--- src/core/csf_pkg.sv ---
// Package for the comparator status and flag block: offsets, fields, types.
// Assumes a 32-bit Avalon-MM register bus and three clocked comparators.
package csf_pkg;

	// ****************************************
	// Register map (byte addresses)
	// ****************************************
	localparam logic [4:0] OFS_CMP0_CONTROL     = 5'h00;
	localparam logic [4:0] OFS_CMP1_CONTROL     = 5'h04;
	localparam logic [4:0] OFS_CMP2_CONTROL     = 5'h08;
	localparam logic [4:0] OFS_COMPARATOR_STATUS = 5'h0c;
	localparam logic [4:0] OFS_INPUT_DISABLE_ZERO = 5'h10;
	localparam logic [4:0] OFS_INPUT_DISABLE_ONE  = 5'h14;

	// ****************************************
	// Reset values
	// ****************************************
	localparam logic [7:0] RST_CONTROL = 8'h00;
	localparam logic [7:0] RST_STATUS  = 8'h00;
	localparam logic [7:0] RST_DISABLE = 8'h00;

	// ****************************************
	// Field positions
	// ****************************************
	localparam int STS_CLOCK_HALVE = 7;
	localparam int STS_FLAG_LO     = 4;
	localparam int STS_MIRROR_LO   = 0;
	localparam int DZ_NEG_PIN      = 3;
	localparam int DZ_CMP2_PIN     = 2;
	localparam int DO_CMP0_PIN     = 5;
	localparam int DO_CMP1_PIN     = 2;

	// Negative input select codes of comparator 2
	localparam logic [2:0] SEL_REF_DIV_6P40 = 3'h0;
	localparam logic [2:0] SEL_REF_DIV_3P20 = 3'h1;
	localparam logic [2:0] SEL_REF_DIV_2P13 = 3'h2;
	localparam logic [2:0] SEL_REF_DIV_1P60 = 3'h3;
	localparam logic [2:0] SEL_NEG_PIN      = 3'h4;
	localparam logic [2:0] SEL_DAC_OUT      = 3'h5;

	// Edge sensitivity codes
	typedef enum logic [1:0] {
		SENS_TOGGLE  = 2'h0,
		SENS_RSVD    = 2'h1,
		SENS_FALLING = 2'h2,
		SENS_RISING  = 2'h3
	} csf_sens_t;

	// Per-comparator control byte
	typedef struct packed {
		logic      enable;
		logic      irq_enable;
		csf_sens_t sensitivity;
		logic      unused;
		logic [2:0] neg_select;
	} csf_ctrl_t;

	// Pin group: neg pin, cmp2 pin, cmp0 pos, cmp1 pos
	typedef struct packed {
		logic neg_pin;
		logic cmp2_pin;
		logic cmp0_pin;
		logic cmp1_pin;
	} csf_pins_t;

endpackage

--- src/core/csf_comparator_status.sv ---
// Control and status logic around three clocked comparators.
// Assumes analog comparator cores and a conversion trigger consumer outside;
// comparator results and pin levels arrive asynchronously.
//
// Overview of operation
// - 3-bit select routes comparator 2 negative input; 110 and 111 reserved.
// - Clock-halve bit 7 set runs comparators at half the system clock.
// - Event flags in bits 6,5,4 set on the selected output transition.
// - Vector execution clears a flag only while its interrupt enable is set.
// - Writing one to a flag position clears that flag.
// - Each event flag is offered as an ADC and DAC conversion trigger.
// - Status bits 2,1,0 read back comparator outputs 2,1,0.
// - First disable register bits 3:2 turn off negative and cmp2 pin inputs.
// - Second disable register bits 5 and 2 turn off cmp0 and cmp1 pins.
// - Sensitivity 00 toggle, 01 reserved, 10 falling, 11 rising.
// - Results sampled on comparator clock falling edge, full or half rate.
// - Interrupt requested only while enable and event flag are both one.
`timescale 1ns/1ps

module csf_comparator_status
	import csf_pkg::*;
#(
	parameter int NUM_CMP = 3
)
(
	// Clock, reset, enable
	input  wire logic                core_clk,
	input  wire logic                rstn,
	input  wire logic                clk_en,
	// Avalon-MM slave
	input  wire logic [4:0]          avs_address,
	input  wire logic                avs_read,
	input  wire logic                avs_write,
	input  wire logic [31:0]         avs_writedata,
	input  wire logic [3:0]          avs_byteenable,
	output logic      [31:0]         avs_readdata,
	output logic                     avs_waitrequest,
	// Comparator cores
	input  wire logic [NUM_CMP-1:0]  cmp_result,
	output logic [NUM_CMP-1:0]       cmp_enable,
	output logic [2:0]               cmp2_neg_select,
	output logic                     cmp_sample_strobe,
	// Interrupts and conversion triggers
	input  wire logic [NUM_CMP-1:0]  irq_vector_taken,
	output logic [NUM_CMP-1:0]       irq_request,
	output logic [NUM_CMP-1:0]       conv_trigger,
	// Analog pins with digital input buffers
	input  wire csf_pins_t           pin_level,
	output csf_pins_t                pin_buffer_off,
	output csf_pins_t                pin_read
);

	// ****************************************
	// Functions
	// ****************************************

	// Edge match for one comparator; the reserved code never fires
	function automatic logic edge_hit(input csf_sens_t sens,
		input logic cur, input logic prev);
		logic hit;
		hit = 1'b0;
		unique case (sens)
			SENS_TOGGLE:  hit = cur ^ prev;
			SENS_FALLING: hit = prev & ~cur;
			SENS_RISING:  hit = cur & ~prev;
			SENS_RSVD:    hit = 1'b0;
		endcase
		return hit;
	endfunction

	// Byte lane 0 merge used by the control and disable register writes
	function automatic logic [7:0] lane0(input logic [7:0] old,
		input logic [31:0] wdata, input logic [3:0] be);
		return be[0] ? wdata[7:0] : old;
	endfunction

	// Address match shared by the read mux and the write strobes
	function automatic logic addr_hit(input logic [4:0] addr,
		input logic [4:0] ofs);
		return addr == ofs;
	endfunction

	// Writable bits; control bit 3 and disable-one bits 7:6 stay zero
	localparam logic [31:0] CTRL_WMASK = 32'h000000f7;
	localparam logic [31:0] DIS1_WMASK = 32'h0000003f;

	// ****************************************
	// Register state
	// ****************************************
	csf_ctrl_t                  ctrl [NUM_CMP];
	logic                       clock_halve;
	logic [NUM_CMP-1:0]         event_flag;
	logic [7:0]                 input_disable_zero;
	logic [7:0]                 input_disable_one;

	// ****************************************
	// Synchronisers
	// ****************************************
	logic [NUM_CMP-1:0]         cmp_meta;
	logic [NUM_CMP-1:0]         cmp_sync;
	csf_pins_t                  pin_meta;
	csf_pins_t                  pin_sync;
	// Results and pin levels move with no regard to core_clk: two stages

	always_ff @(posedge core_clk or negedge rstn)
	begin
		if (!rstn)
		begin
			cmp_meta <= '0;
			cmp_sync <= '0;
			pin_meta <= '0;
			pin_sync <= '0;
		end
		else if (clk_en)
		begin
			cmp_meta <= cmp_result;
			cmp_sync <= cmp_meta;
			pin_meta <= pin_level;
			pin_sync <= pin_meta;
		end
	end

	// ****************************************
	// Comparator clock
	// ****************************************
	// The strobe stands for the falling edge of the comparator clock; a
	// strobe per cycle avoids a gated clock in the core domain.
	logic                       half_phase;
	wire logic next_strobe = clock_halve ? half_phase : 1'b1;

	always_ff @(posedge core_clk or negedge rstn)
	begin
		if (!rstn)
		begin
			half_phase        <= 1'b0;
			cmp_sample_strobe <= 1'b0;
		end
		else if (clk_en)
		begin
			half_phase        <= clock_halve ? ~half_phase : 1'b0;
			cmp_sample_strobe <= next_strobe;
		end
	end

	// ****************************************
	// Sampling and edge detection
	// ****************************************
	logic [NUM_CMP-1:0]         cmp_sample;
	logic [NUM_CMP-1:0]         cmp_prev;
	logic [NUM_CMP-1:0]         cmp_event;

	always_ff @(posedge core_clk or negedge rstn)
	begin
		if (!rstn)
		begin
			cmp_sample <= '0;
			cmp_prev   <= '0;
		end
		else if (clk_en)
		begin
			if (cmp_sample_strobe)
				cmp_sample <= cmp_sync;
			cmp_prev <= cmp_sample;
		end
	end

	for (genvar i = 0; i < NUM_CMP; i++)
	begin : g_edge
		assign cmp_event[i] = edge_hit(ctrl[i].sensitivity,
			cmp_sample[i], cmp_prev[i]);
	end

	// ****************************************
	// Bus decode
	// ****************************************
	wire logic bus_req   = avs_read | avs_write;
	wire logic bus_done  = bus_req & ~avs_waitrequest;
	wire logic wr_done   = bus_done & avs_write;
	wire logic hit_ctrl0 = addr_hit(avs_address, OFS_CMP0_CONTROL);
	wire logic hit_ctrl1 = addr_hit(avs_address, OFS_CMP1_CONTROL);
	wire logic hit_ctrl2 = addr_hit(avs_address, OFS_CMP2_CONTROL);
	wire logic hit_sts   = addr_hit(avs_address, OFS_COMPARATOR_STATUS);
	wire logic hit_did0  = addr_hit(avs_address, OFS_INPUT_DISABLE_ZERO);
	wire logic hit_did1  = addr_hit(avs_address, OFS_INPUT_DISABLE_ONE);
	wire logic [NUM_CMP-1:0] wr_ctrl =
		{3{wr_done}} & {hit_ctrl2, hit_ctrl1, hit_ctrl0};
	wire logic wr_sts    = wr_done & hit_sts & avs_byteenable[0];

	wire logic [7:0] status_view = {clock_halve, event_flag, 1'b0,
		cmp_sample};

	logic [7:0]                 rd_byte;
	always_comb
	begin
		rd_byte = 8'h00;
		if (hit_ctrl0)
			rd_byte = ctrl[0];
		if (hit_ctrl1)
			rd_byte = ctrl[1];
		if (hit_ctrl2)
			rd_byte = ctrl[2];
		if (hit_sts)
			rd_byte = status_view;
		if (hit_did0)
			rd_byte = input_disable_zero;
		if (hit_did1)
			rd_byte = input_disable_one;
	end

	// ****************************************
	// Bus handshake
	// ****************************************
	// One wait cycle per access; unmapped reads return zero.
	// Read data latched in the wait cycle stands at the completing edge
	always_ff @(posedge core_clk or negedge rstn)
	begin
		if (!rstn)
		begin
			avs_waitrequest <= 1'b1;
			avs_readdata    <= '0;
		end
		else if (clk_en)
		begin
			avs_waitrequest <= ~(bus_req & avs_waitrequest);
			if (avs_read & avs_waitrequest)
				avs_readdata <= {24'h000000, rd_byte};
		end
	end

	// ****************************************
	// Control registers
	// ****************************************
	for (genvar i = 0; i < NUM_CMP; i++)
	begin : g_ctrl
		always_ff @(posedge core_clk or negedge rstn)
		begin
			if (!rstn)
				ctrl[i] <= RST_CONTROL;
			else if (clk_en && wr_ctrl[i])
				ctrl[i] <= lane0(ctrl[i], avs_writedata & CTRL_WMASK,
					avs_byteenable);
		end
	end

	always_ff @(posedge core_clk or negedge rstn)
	begin
		if (!rstn)
		begin
			clock_halve        <= RST_STATUS[STS_CLOCK_HALVE];
			input_disable_zero <= RST_DISABLE;
			input_disable_one  <= RST_DISABLE;
		end
		else if (clk_en)
		begin
			if (wr_sts)
				clock_halve <= avs_writedata[STS_CLOCK_HALVE];
			if (wr_done && hit_did0)
				input_disable_zero <= lane0(input_disable_zero,
					avs_writedata, avs_byteenable);
			if (wr_done && hit_did1)
				input_disable_one <= lane0(input_disable_one,
					avs_writedata & DIS1_WMASK, avs_byteenable);
		end
	end

	// ****************************************
	// Event flags
	// ****************************************
	logic [NUM_CMP-1:0]         ie_vec;
	for (genvar i = 0; i < NUM_CMP; i++)
	begin : g_ie
		assign ie_vec[i] = ctrl[i].irq_enable;
	end

	wire logic [NUM_CMP-1:0] flag_w1c = {NUM_CMP{wr_sts}} &
		avs_writedata[STS_FLAG_LO +: NUM_CMP];
	wire logic [NUM_CMP-1:0] flag_ack = irq_vector_taken & ie_vec;
	// Set is applied last so an event in the clearing cycle survives
	wire logic [NUM_CMP-1:0] next_flag =
		(event_flag & ~(flag_w1c | flag_ack)) | cmp_event;

	always_ff @(posedge core_clk or negedge rstn)
	begin
		if (!rstn)
			event_flag <= RST_STATUS[STS_FLAG_LO +: NUM_CMP];
		else if (clk_en)
			event_flag <= next_flag;
	end

	// ****************************************
	// Outputs to comparators and consumers
	// ****************************************
	logic [NUM_CMP-1:0]         en_vec;
	for (genvar i = 0; i < NUM_CMP; i++)
	begin : g_en
		assign en_vec[i] = ctrl[i].enable;
	end

	// Reserved select codes are passed through; the mux treats them as off
	always_ff @(posedge core_clk or negedge rstn)
	begin
		if (!rstn)
		begin
			cmp_enable      <= '0;
			cmp2_neg_select <= SEL_REF_DIV_6P40;
			irq_request     <= '0;
			conv_trigger    <= '0;
		end
		else if (clk_en)
		begin
			cmp_enable      <= en_vec;
			cmp2_neg_select <= ctrl[2].neg_select;
			irq_request     <= next_flag & ie_vec;
			conv_trigger    <= next_flag;
		end
	end

	// ****************************************
	// Pin input buffers
	// ****************************************
	// Gating with the next disable value makes off and read flip together
	csf_pins_t                  next_off;
	assign next_off.neg_pin  = input_disable_zero[DZ_NEG_PIN];
	assign next_off.cmp2_pin = input_disable_zero[DZ_CMP2_PIN];
	assign next_off.cmp0_pin = input_disable_one[DO_CMP0_PIN];
	assign next_off.cmp1_pin = input_disable_one[DO_CMP1_PIN];

	always_ff @(posedge core_clk or negedge rstn)
	begin
		if (!rstn)
		begin
			pin_buffer_off <= '0;
			pin_read       <= '0;
		end
		else if (clk_en)
		begin
			pin_buffer_off <= next_off;
			pin_read       <= pin_sync & ~next_off;
		end
	end

endmodule

--- config.mk ---
export PLATFORM = sky130hd
export DESIGN_NAME = csf_comparator_status
export DESIGN_NICKNAME = d
export VERILOG_FILES = /design/src/core/csf_pkg.sv /design/src/core/csf_comparator_status.sv
export SDC_FILE = /design/constraint.sdc
export NUM_CORES = 1
export LEC_CHECK = 0
export ABC_AREA = 1
export ABC_CLOCK_PERIOD_IN_PS = 1700
export BUFFER_PORTS_ARGS = -buffer_cell sky130_fd_sc_hd__buf_4
export CAP_MARGIN = 5
export CORE_ASPECT_RATIO = 2
export CORE_MARGIN = 2
export CORE_UTILIZATION = 31
export CTS_BUF_LIST = sky130_fd_sc_hd__clkbuf_8
export DETAILED_ROUTE_END_ITERATION = 12
export HOLD_SLACK_MARGIN = 0.06
export PLACE_DENSITY = 0.54
export SLEW_MARGIN = 25
export SYNTH_ARGS = -nofsm -noshare
export SYNTH_HDL_FRONTEND = slang
export SYNTH_SLANG_ARGS = --single-unit
--- constraint.sdc ---
create_clock -name core_clk -period 1.7 [get_ports core_clk]
set_clock_uncertainty 0.15 [all_clocks]
set_input_delay 0.255 -clock core_clk [delete_from_list [all_inputs] [get_ports core_clk]]
set_output_delay 0.255 -clock core_clk [all_outputs]
set_load 0.1 [all_outputs]
After elaboration in Yosys (flattened, before gate mapping)
Index checks and enable logic that the tools add are counted.
W data, S select, Z words.
{ "classes": {"reduce_logical": 17, "n_mux": 11, "eq_ne": 14, "n_bitwise": 35} }
{ "op_table": {"columns": ["operator", "n"], "rows": [
  ["$mux W8", 6],
  ["$and A3 B3 Y3", 5],
  ["$and A1 B1 Y1", 12],
  ["$eq A2 B2 Y1 const B", 6],
  ["$pmux W1 S4", 3],
  ["$reduce_and A2 Y1", 6],
  ["$eq A5 B4 Y1 const B", 2],
  ["$eq A5 B5 Y1 const B", 2],
  ["$not A1 Y1", 9],
  ["$eq A2 B1 Y1 const B", 3],
  ["$logic_not A2 Y1", 3],
  ["$or A3 B3 Y3", 2],
  ["$reduce_and A3 Y1", 2],
  ["$eq A5 B3 Y1 const B", 1],
  ["$logic_and A1 B1 Y1", 5],
  ["$logic_not A5 Y1", 1],
  ["$and A4 B4 Y4", 1],
  ["$not A4 Y4", 1],
  ["$not A3 Y3", 1],
  ["$xor A1 B1 Y1", 3],
  ["$mux W1", 2],
  ["$or A1 B1 Y1", 1]
]} }
{ "totals": {"output_inout_bits": 54, "word_cells": 120, "reg_bits": 87} }

Logic depth before layout (Yosys ltp)
Gate-level depths: netlist of the first run.
{ "logic_depth": {"depth_word": 11, "depth_mapped": 9, "mapped_depth_nobuf": 8} }

Worst setup path after synthesis of the first run
Ideal clock, no wire load.
{ "synth_timing": {"path_type": "register to register", "startpoint": "reg avs_waitrequest", "endpoint": "reg ctrl[13] (netlist name)", "slack_ns": -0.113, "n_path_buf": 1, "synth_period_minus_slack_ns": 1.813, "arrival_ns": 1.587, "path_stages_with_launch": 8, "t_required_ns": 1.474, "setup_time_ns": 0.076, "cell_sequence": "dfstp_2 inv_1 nand2_1 nor3_4 nand3_1 buf_2 nand2_1 o21ai_1"} }
{ "synth_between": {"elab_chain_len": 6} }
{ "synth_rtl": {"columns": ["element", "line_no", "text"], "rows": [
  ["start, declared", "csf_comparator_status.sv:37", "output logic avs_waitrequest,"],
  ["start signal, assigned", "csf_comparator_status.sv:224", "avs_waitrequest <= ~(bus_req & avs_waitrequest);"],
  ["$not A1 Y1", "csf_comparator_status.sv:177", "wire logic bus_done = bus_req & ~avs_waitrequest;"],
  ["$and A1 B1 Y1", "csf_comparator_status.sv:177", null],
  ["$and A1 B1 Y1", "csf_comparator_status.sv:178", "wire logic wr_done = bus_done & avs_write;"],
  ["$and A3 B3 Y3", "csf_comparator_status.sv:186", "{3{wr_done}} & {hit_ctrl2, hit_ctrl1, hit_ctrl0};"],
  ["$logic_and A1 B1 Y1", "csf_comparator_status.sv:239", "else if (clk_en && wr_ctrl[i])"],
  ["$reduce_and A2 Y1 (no source line)", null, null],
  ["end signal, assigned by index", "csf_comparator_status.sv:240", "ctrl[i] <= lane0(ctrl[i], avs_writedata & CTRL_WMASK,"],
  ["end, declared", "csf_comparator_status.sv:90", "csf_ctrl_t ctrl [NUM_CMP];"]
]} }
No other way between the ends.
A chain may end at the register's enable or synchronous reset.

Worst setup path in the final report of the first run
{ "layout_timing": {"startpoint": "reg avs_waitrequest", "endpoint": "out avs_waitrequest"} }
No word-level cell between the ends.

==> run metrics, run 1 <==
RSZ-0062 raised after global routing no; Internal Pwr Total 3.353 mW; area grow syn2layout 27.07%; num ports 110; die area 14120 µm²; Leak Pwr 2.656 nW; fin crit period 1.651 ns; most frequent cells in the layout 151 x nand2_1, 86 x dfrtp_1, 84 x buf_4; die width 85.04 µm; Post-synth EDFFs 0; commonest non-fill, non-tap cell in the layout nand2_1; Core Region 12920 µm²; initial core utilization 31.52%; #FFs+latches synth 87; sequential share of the synthesized area 53.50%; RR Startpoint avs_waitrequest; Hold Path Stages 3; DR vias/cell 4.687; initial antenna violation count 0; ANT cells 0; CTS Sinks 87; Seq pwr share 43.6%; crit path DAT 1.25 ns; Setup CP Type reg -> out; Synth Flop Type dfrtp_1; data required time of the worst path 1.29 ns; DP Area 4793 µm²; first-pass GRT wire length 16990 µm; largest net degree at the start of global routing 46; drt wl/cell 14.15 µm; Max Fanout on Critical Path 3; dpl hpwl 8232 µm; gp weighted congestion 0.8675; Hold Violations, Final 0; Final setup viols 0; WP buf/inv 2; worst reg-to-reg path cell count 8; CP Launch Type flop; Finished Cell Area 5174 µm²; status finished clean; worst vdd ir 0.5204 mV; root buf cell clkbuf_8; Routed WL 10490 µm; cell count after synthesis 491; Power Total 5.455 mW; worst path cell trace buf_6 > buf_12; filler instances 1346; Hold Path Origin avs_writedata[0]; worst r2r dst avs_readdata[5]; syn_area_per_cell 8.292 µm²; CP max-delay cell dfstp_4; total global-route track usage 15.47%; CTS Buf Count 9; Crit. End Element primary output; Pre-antenna DRT Iters 4; # rows 59; port bufs 58; post-route ant nets 0; fin. max-slew vios 0; r2r setup slk 0.10 ns; Synth Warn # 0; later-pin clock latency in the skew report 0.36 ns; 1st-iter DRT viols 205; asr flop ratio synth 100.0%; CTS Buffer Depth 2; Max Freq 0.6058 GHz; share of layout cells above drive strength 1 21.05%; Clock transition at path regs 0.08 ns; max cap viols 0; DRC Markers 0; CTS tree done; Distinct cells, synth 27; fin crit share 97.10%; Comb power frac 29.6%; gr ovfl total 0; switching share of power 38.53%; setup TNS 0 ns; die extent in y 166.1 µm; CP max stage delay 0.63 ns; Top Family by Delay on Critical Path flip-flops; Clock power frac 26.7%; H-tree depth 3; P per Cell Area 1054 nW/µm²; vias in the first global route 3425; Hold WC Path Type in -> reg; Nets 646; Cell Area, Synth 4071 µm²; Worst Hold End ctrl[0]; Via Count 3473; Net Sw Power 2.102 mW
## kinds of logic (layout without fill, tap and decap cells)
| group | Yosys count | after routing | share of synthesized area (%) |
|---|---|---|---|
| DFF | 87 | 87 | 53.50 |
| other | 1 | 24 | 0.09211 |
| and+or+nand+nor | 230 | 230 | 23.88 |
| AOI/OAI and AO/OA | 75 | 75 | 9.711 |
| buffers and inverters | 92 | 167 | 10.97 |
| adders and majority gates | 6 | 6 | 1.844 |
## worst max-delay path by stage
stage	startpoint	end	slack, ns	cells past startpoint
final	avs_waitrequest	avs_waitrequest	0.05	2
after global routing	avs_waitrequest	ctrl[17]	0.009	8
after CTS	avs_waitrequest	avs_waitrequest	0.02	2
after detailed placement	avs_waitrequest	input_disable_zero[6]	-0.07	7
after global placement	avs_waitrequest	ctrl[10]	-0.05	6
after floorplan	avs_waitrequest	input_disable_one[2]	-0.0001	7
## final cells by class
type | instances | area, µm² | area share [%]
sequential | 87 | 2182 | 42.18
multi-input combinational | 335 | 1572 | 30.37
timing repair buffer | 101 | 843.3 | 16.30
tap | 152 | 190.2 | 3.676
inverter | 50 | 187.7 | 3.628
clock buffer | 10 | 137.6 | 2.660
clock inverter | 6 | 61.31 | 1.185
## power by group through the flow
stage	logic (mW)	clock network (mW)	registers [mW]
2_1_floorplan	0.614	0	3.00
3_3_place_gp	1.56	0	2.41
3_5_place_dp	1.58	0	2.42
4_1_cts	1.62	1.50	2.38
5_1_grt	1.72	1.58	2.41
6_report	1.62	1.46	2.38
## Yosys cell counts (6+ instances only)
cell type  count  area [µm²]
inv_1         46       172.7
nand2_1      152       570.6
o21ai_1       39       195.2
buf_4         24       180.2
dfrtp_1       86        2152
clkbuf_1       7       26.28
ha_1           6       75.07
o21ai_0       24       120.1
buf_2          9       45.04
nand3_1       14       70.07
nand4_1       20       125.1
nor2_1        32       120.1
## worst register-to-register path, stage by stage (launching register included)
cell and delay (ns):
dfstp_4 0.63, nand2_1 0.08, nor2_2 0.16, buf_6 0.16
nand2_1 0.06, inv_1 0.05, nand4_1 0.11, nand2_1 0.07
inv_1 0.03
## what timing repair did
| item | CTS | global route |
|---|---|---|
| setup buffers | 1 | 0 |
| hold buffers | 11 | 0 |
| pin swaps | 1 | 1 |
| endpoints found under the hold margin | 96 | 0 |
| endpoints found under the setup margin | 22 | 17 |
| gates resized for setup | 6 | 7 |
## metal layers
metal,up-vias,global-route usage (%),wire length [µm]
met5,-,0,0
met4,0,7.937,374
met3,21,1.740,330
met2,90,29.38,6049
met1,1655,16.06,3730
li1,1707,-,-
## flip-flops by register name (all words and copies together), names as in the netlist, 4 cells and up
signal	count
pin_sync	4
pin_read	4
input_disable_one	6
input_disable_zero	8
pin_buffer_off	4
pin_meta	4
ctrl	21
avs_readdata	8
## per-stage QoR
stage | cells | worst slack (ns) | hold slack, ns | util, %
after floorplan | 514 | -0.0001235 | -0.1906 | -
after global placement | 713 | -0.05081 | 0.009644 | 37.10
after detailed placement | 713 | -0.06978 | 0.008518 | 37.10
after CTS | 741 | 0.01653 | 0.09368 | 39.86
after global routing | 741 | 0.009169 | 0.1029 | 40.05
final | 741 | 0.04927 | 0.1090 | 40.05
(Power assumes the default switching activity.)
==> run 2: changes to the inputs <==
--- a/config.mk
+++ b/config.mk
@@ -11,11 +11,11 @@
 export CAP_MARGIN = 5
 export CORE_ASPECT_RATIO = 2
 export CORE_MARGIN = 2
-export CORE_UTILIZATION = 31
+export CORE_UTILIZATION = 25
 export CTS_BUF_LIST = sky130_fd_sc_hd__clkbuf_8
 export DETAILED_ROUTE_END_ITERATION = 12
 export HOLD_SLACK_MARGIN = 0.06
-export PLACE_DENSITY = 0.54
+export PLACE_DENSITY = 0.46
 export SLEW_MARGIN = 25
 export SYNTH_ARGS = -nofsm -noshare
 export SYNTH_HDL_FRONTEND = slang
==> run 2 against run 1 <==
Effect of this change: utilization is 6.9 points lower; fmax shrank 1.7%; sequential power hardly changed; first-iteration DRC count fell by 20%; wire length rose by 5.2%; hold slack got worse by 0.065 ns; design area up 3.0%.
==> run metrics, run 2 (same netlist as run 1, synthesis figures left out) <==
DP Area 4878 µm² (+1.8%); dpl hpwl 8040 µm (-2.3%); Internal Pwr Total 3.334 mW (-0.56%); Worst Hold End avs_waitrequest; r2r setup slk 0.02 ns (-0.08 ns); H-tree depth 3 (unchanged); most frequent cells in the layout 136 x nand2_1, 85 x dfrtp_1, 78 x buf_4; Core Region 16100 µm² (+25%); Nets 648 (+0.31%); fin crit period 1.679 ns (+0.02842 ns); largest net degree at the start of global routing 52 (+13%); Seq pwr share 43.1% (-0.5 points); DRC Markers 0 (unchanged); Final setup viols 0 (unchanged); post-route ant nets 0 (unchanged); setup ws final 0.02085 ns (-0.02842 ns); 1st-iter DRT viols 163 (-20%); num ports 110 (unchanged); Power Total 5.541 mW (+1.6%); CP max stage delay 0.50 ns (-0.13 ns); grt met2 use 21.31% (-8.1 points); CP Launch Type flop; Most Used Layer, Global Route met2; worst reg-to-reg path cell count 8 (unchanged); CTS tree done; Hold Path Stages 4 (+1); worst path cell trace inv_4 > nand2_4 > nor3_4 > buf_6 > nand3_4 > buf_8 > nand2_2 > o21ai_2; gp weighted congestion 0.8175 (-5.8%); share of layout cells above drive strength 1 24.70% (+3.7 points); RR Startpoint avs_waitrequest; biggest regs ctrl: 21 flops, avs_readdata: 8 flops, input_disable_zero: 8 flops; die area 17380 µm² (+23%); Via Count 3321 (-4.4%); max cap viols 0 (unchanged); M1 GR Usage 17.43% (+1.4 points); filler instances 1741 (+29%); Hold WC Path Type in -> reg; Pre-antenna DRT Iters 4 (unchanged); RSZ-0062 raised after global routing yes; final core occ 33.11% (-6.9 points); initial antenna violation count 0 (unchanged); footprint of the multi-input gates 1617 µm² (+2.9%); vias in the first global route 3185 (-7.0%); FF+latch area 2183 µm² (about the same); fin crit share 98.77% (+1.7 points); root buf cell clkbuf_8; port bufs 58 (unchanged); data required time of the worst path 1.81 ns (+0.52 ns); status finished clean; worst vdd ir 0.5136 mV (-1.3%); Crit. End Element flop; crit path DAT 1.79 ns (+0.54 ns); CTS Sinks 87 (unchanged); later-pin clock latency in the skew report 0.38 ns (+0.02 ns); first-pass GRT wire length 17370 µm (+2.2%); drt wl/cell 13.88 µm (-1.9%); CTS Buffer Depth 2 (unchanged); fin. max-slew vios 0 (unchanged); # rows 66 (+12%); Clock transition at path regs 0.09 ns (about the same); Setup CP Type reg -> reg; switching share of power 39.83% (+1.3 points); Hold WS 0.04383 ns (-0.06521 ns); CTS Buf Count 9 (unchanged); Post-Place Cells 766 (+7.4%); Finished Cell Area 5331 µm² (+3.0%); Comb power frac 29.2% (-0.4 points); max reg flops 21 (unchanged); CP max-delay cell dfstp_4; Routed WL 11030 µm (+5.2%); Hold Path Origin avs_write; P per Cell Area 1039 nW/µm² (-1.4%); die extent in y 184.5 µm (+11%); Leak Pwr 2.698 nW (+1.6%); commonest non-fill, non-tap cell in the layout nand2_1; grt met3 use 3.189% (+1.4 points); Max Fanout on Critical Path 8 (+5); worst r2r dst ctrl[12]; gr ovfl total 0 (unchanged); Clock power frac 27.7% (+1.0 points); Max Freq 0.5955 GHz (-1.7%); pre-CTS setup slack -0.008517 ns (+0.06126 ns); Net Sw Power 2.207 mW (+5.0%); DR vias/cell 4.177 (-11%); ANT cells 0 (unchanged); Top reg by flops ctrl; setup TNS 0 ns (unchanged); area grow syn2layout 30.95%; Hold Violations, Final 0 (unchanged); total global-route track usage 13.20% (-2.3 points); initial core utilization 25.28% (-6.2 points); post-route insts no fill 795 (+7.3%); die width 94.24 µm (+11%)
## run 2: cell count changes in the layout (fill, tap and decap cells not counted), sizes merged
| cell | delta |
|---|---|
| clkinv | +1 |
| inv | +2 |
| clkbuf | -1 |
| buf | +1 |
| clkinvlp | -2 |
| dlygate4sd3 | +1 |
## run 2: cell type report
class | instances | area share [%]
Clock buffer | 9 | 2.323
Clock inverter | 7 | 1.502
Inverter | 50 | 3.567
Multi-Input combinational cell | 335 | 30.32
Sequential cell | 87 | 40.95
Tap cell | 204 | 4.788
Timing Repair Buffer | 103 | 16.55
## run 2: critical path, delay by kind of cell (launching register included)
kind / cells / cell delay [ns]
flip-flops: 1 / 0.50
AO/OA/AOI/OAI: 1 / 0.05
buffers and inverters: 3 / 0.39
AND/OR/NAND/NOR: 4 / 0.48
## run 2: timing repair
item	4_1_cts	5_1_grt
pin swaps	0	4
hold buffers	13	0
resized for setup	8	34
endpoints found under the setup margin	17	49
cloned	0	0
buffers inserted	1	0
hold endpoints to repair	100	0
## run 2: layer usage
| metal | up-vias | share of wire (%) |
|---|---|---|
| met5 | - | 0 |
| met4 | 0 | 1.8 |
| met3 | 9 | 4.2 |
| met2 | 79 | 50 |
| met1 | 1521 | 44 |
| li1 | 1712 | - |
## run 2: power groups by stage
stage | Clock [mW] | Sequential, mW | Combinational, mW
3_3_place_gp | 0 | 2.43 | 1.58
6_report | 1.54 | 2.39 | 1.62
4_1_cts | 1.58 | 2.39 | 1.62
2_1_floorplan | 0 | 3.00 | 0.614
3_5_place_dp | 0 | 2.43 | 1.59
5_1_grt | 1.69 | 2.42 | 1.72
## run 2: worst max-delay path by stage
stage	startpoint	end	slack, ns	depth (start not counted)
detailed placement	avs_waitrequest	ctrl[12]	-0.009	8
CTS	avs_waitrequest	avs_readdata[2]	0.004	8
floorplan	avs_waitrequest	input_disable_one[2]	-0.0001	7
global route	avs_waitrequest	ctrl[15]	-0.07	8
global placement	avs_waitrequest	ctrl[20]	-0.001	8
finish	avs_waitrequest	ctrl[12]	0.02	8
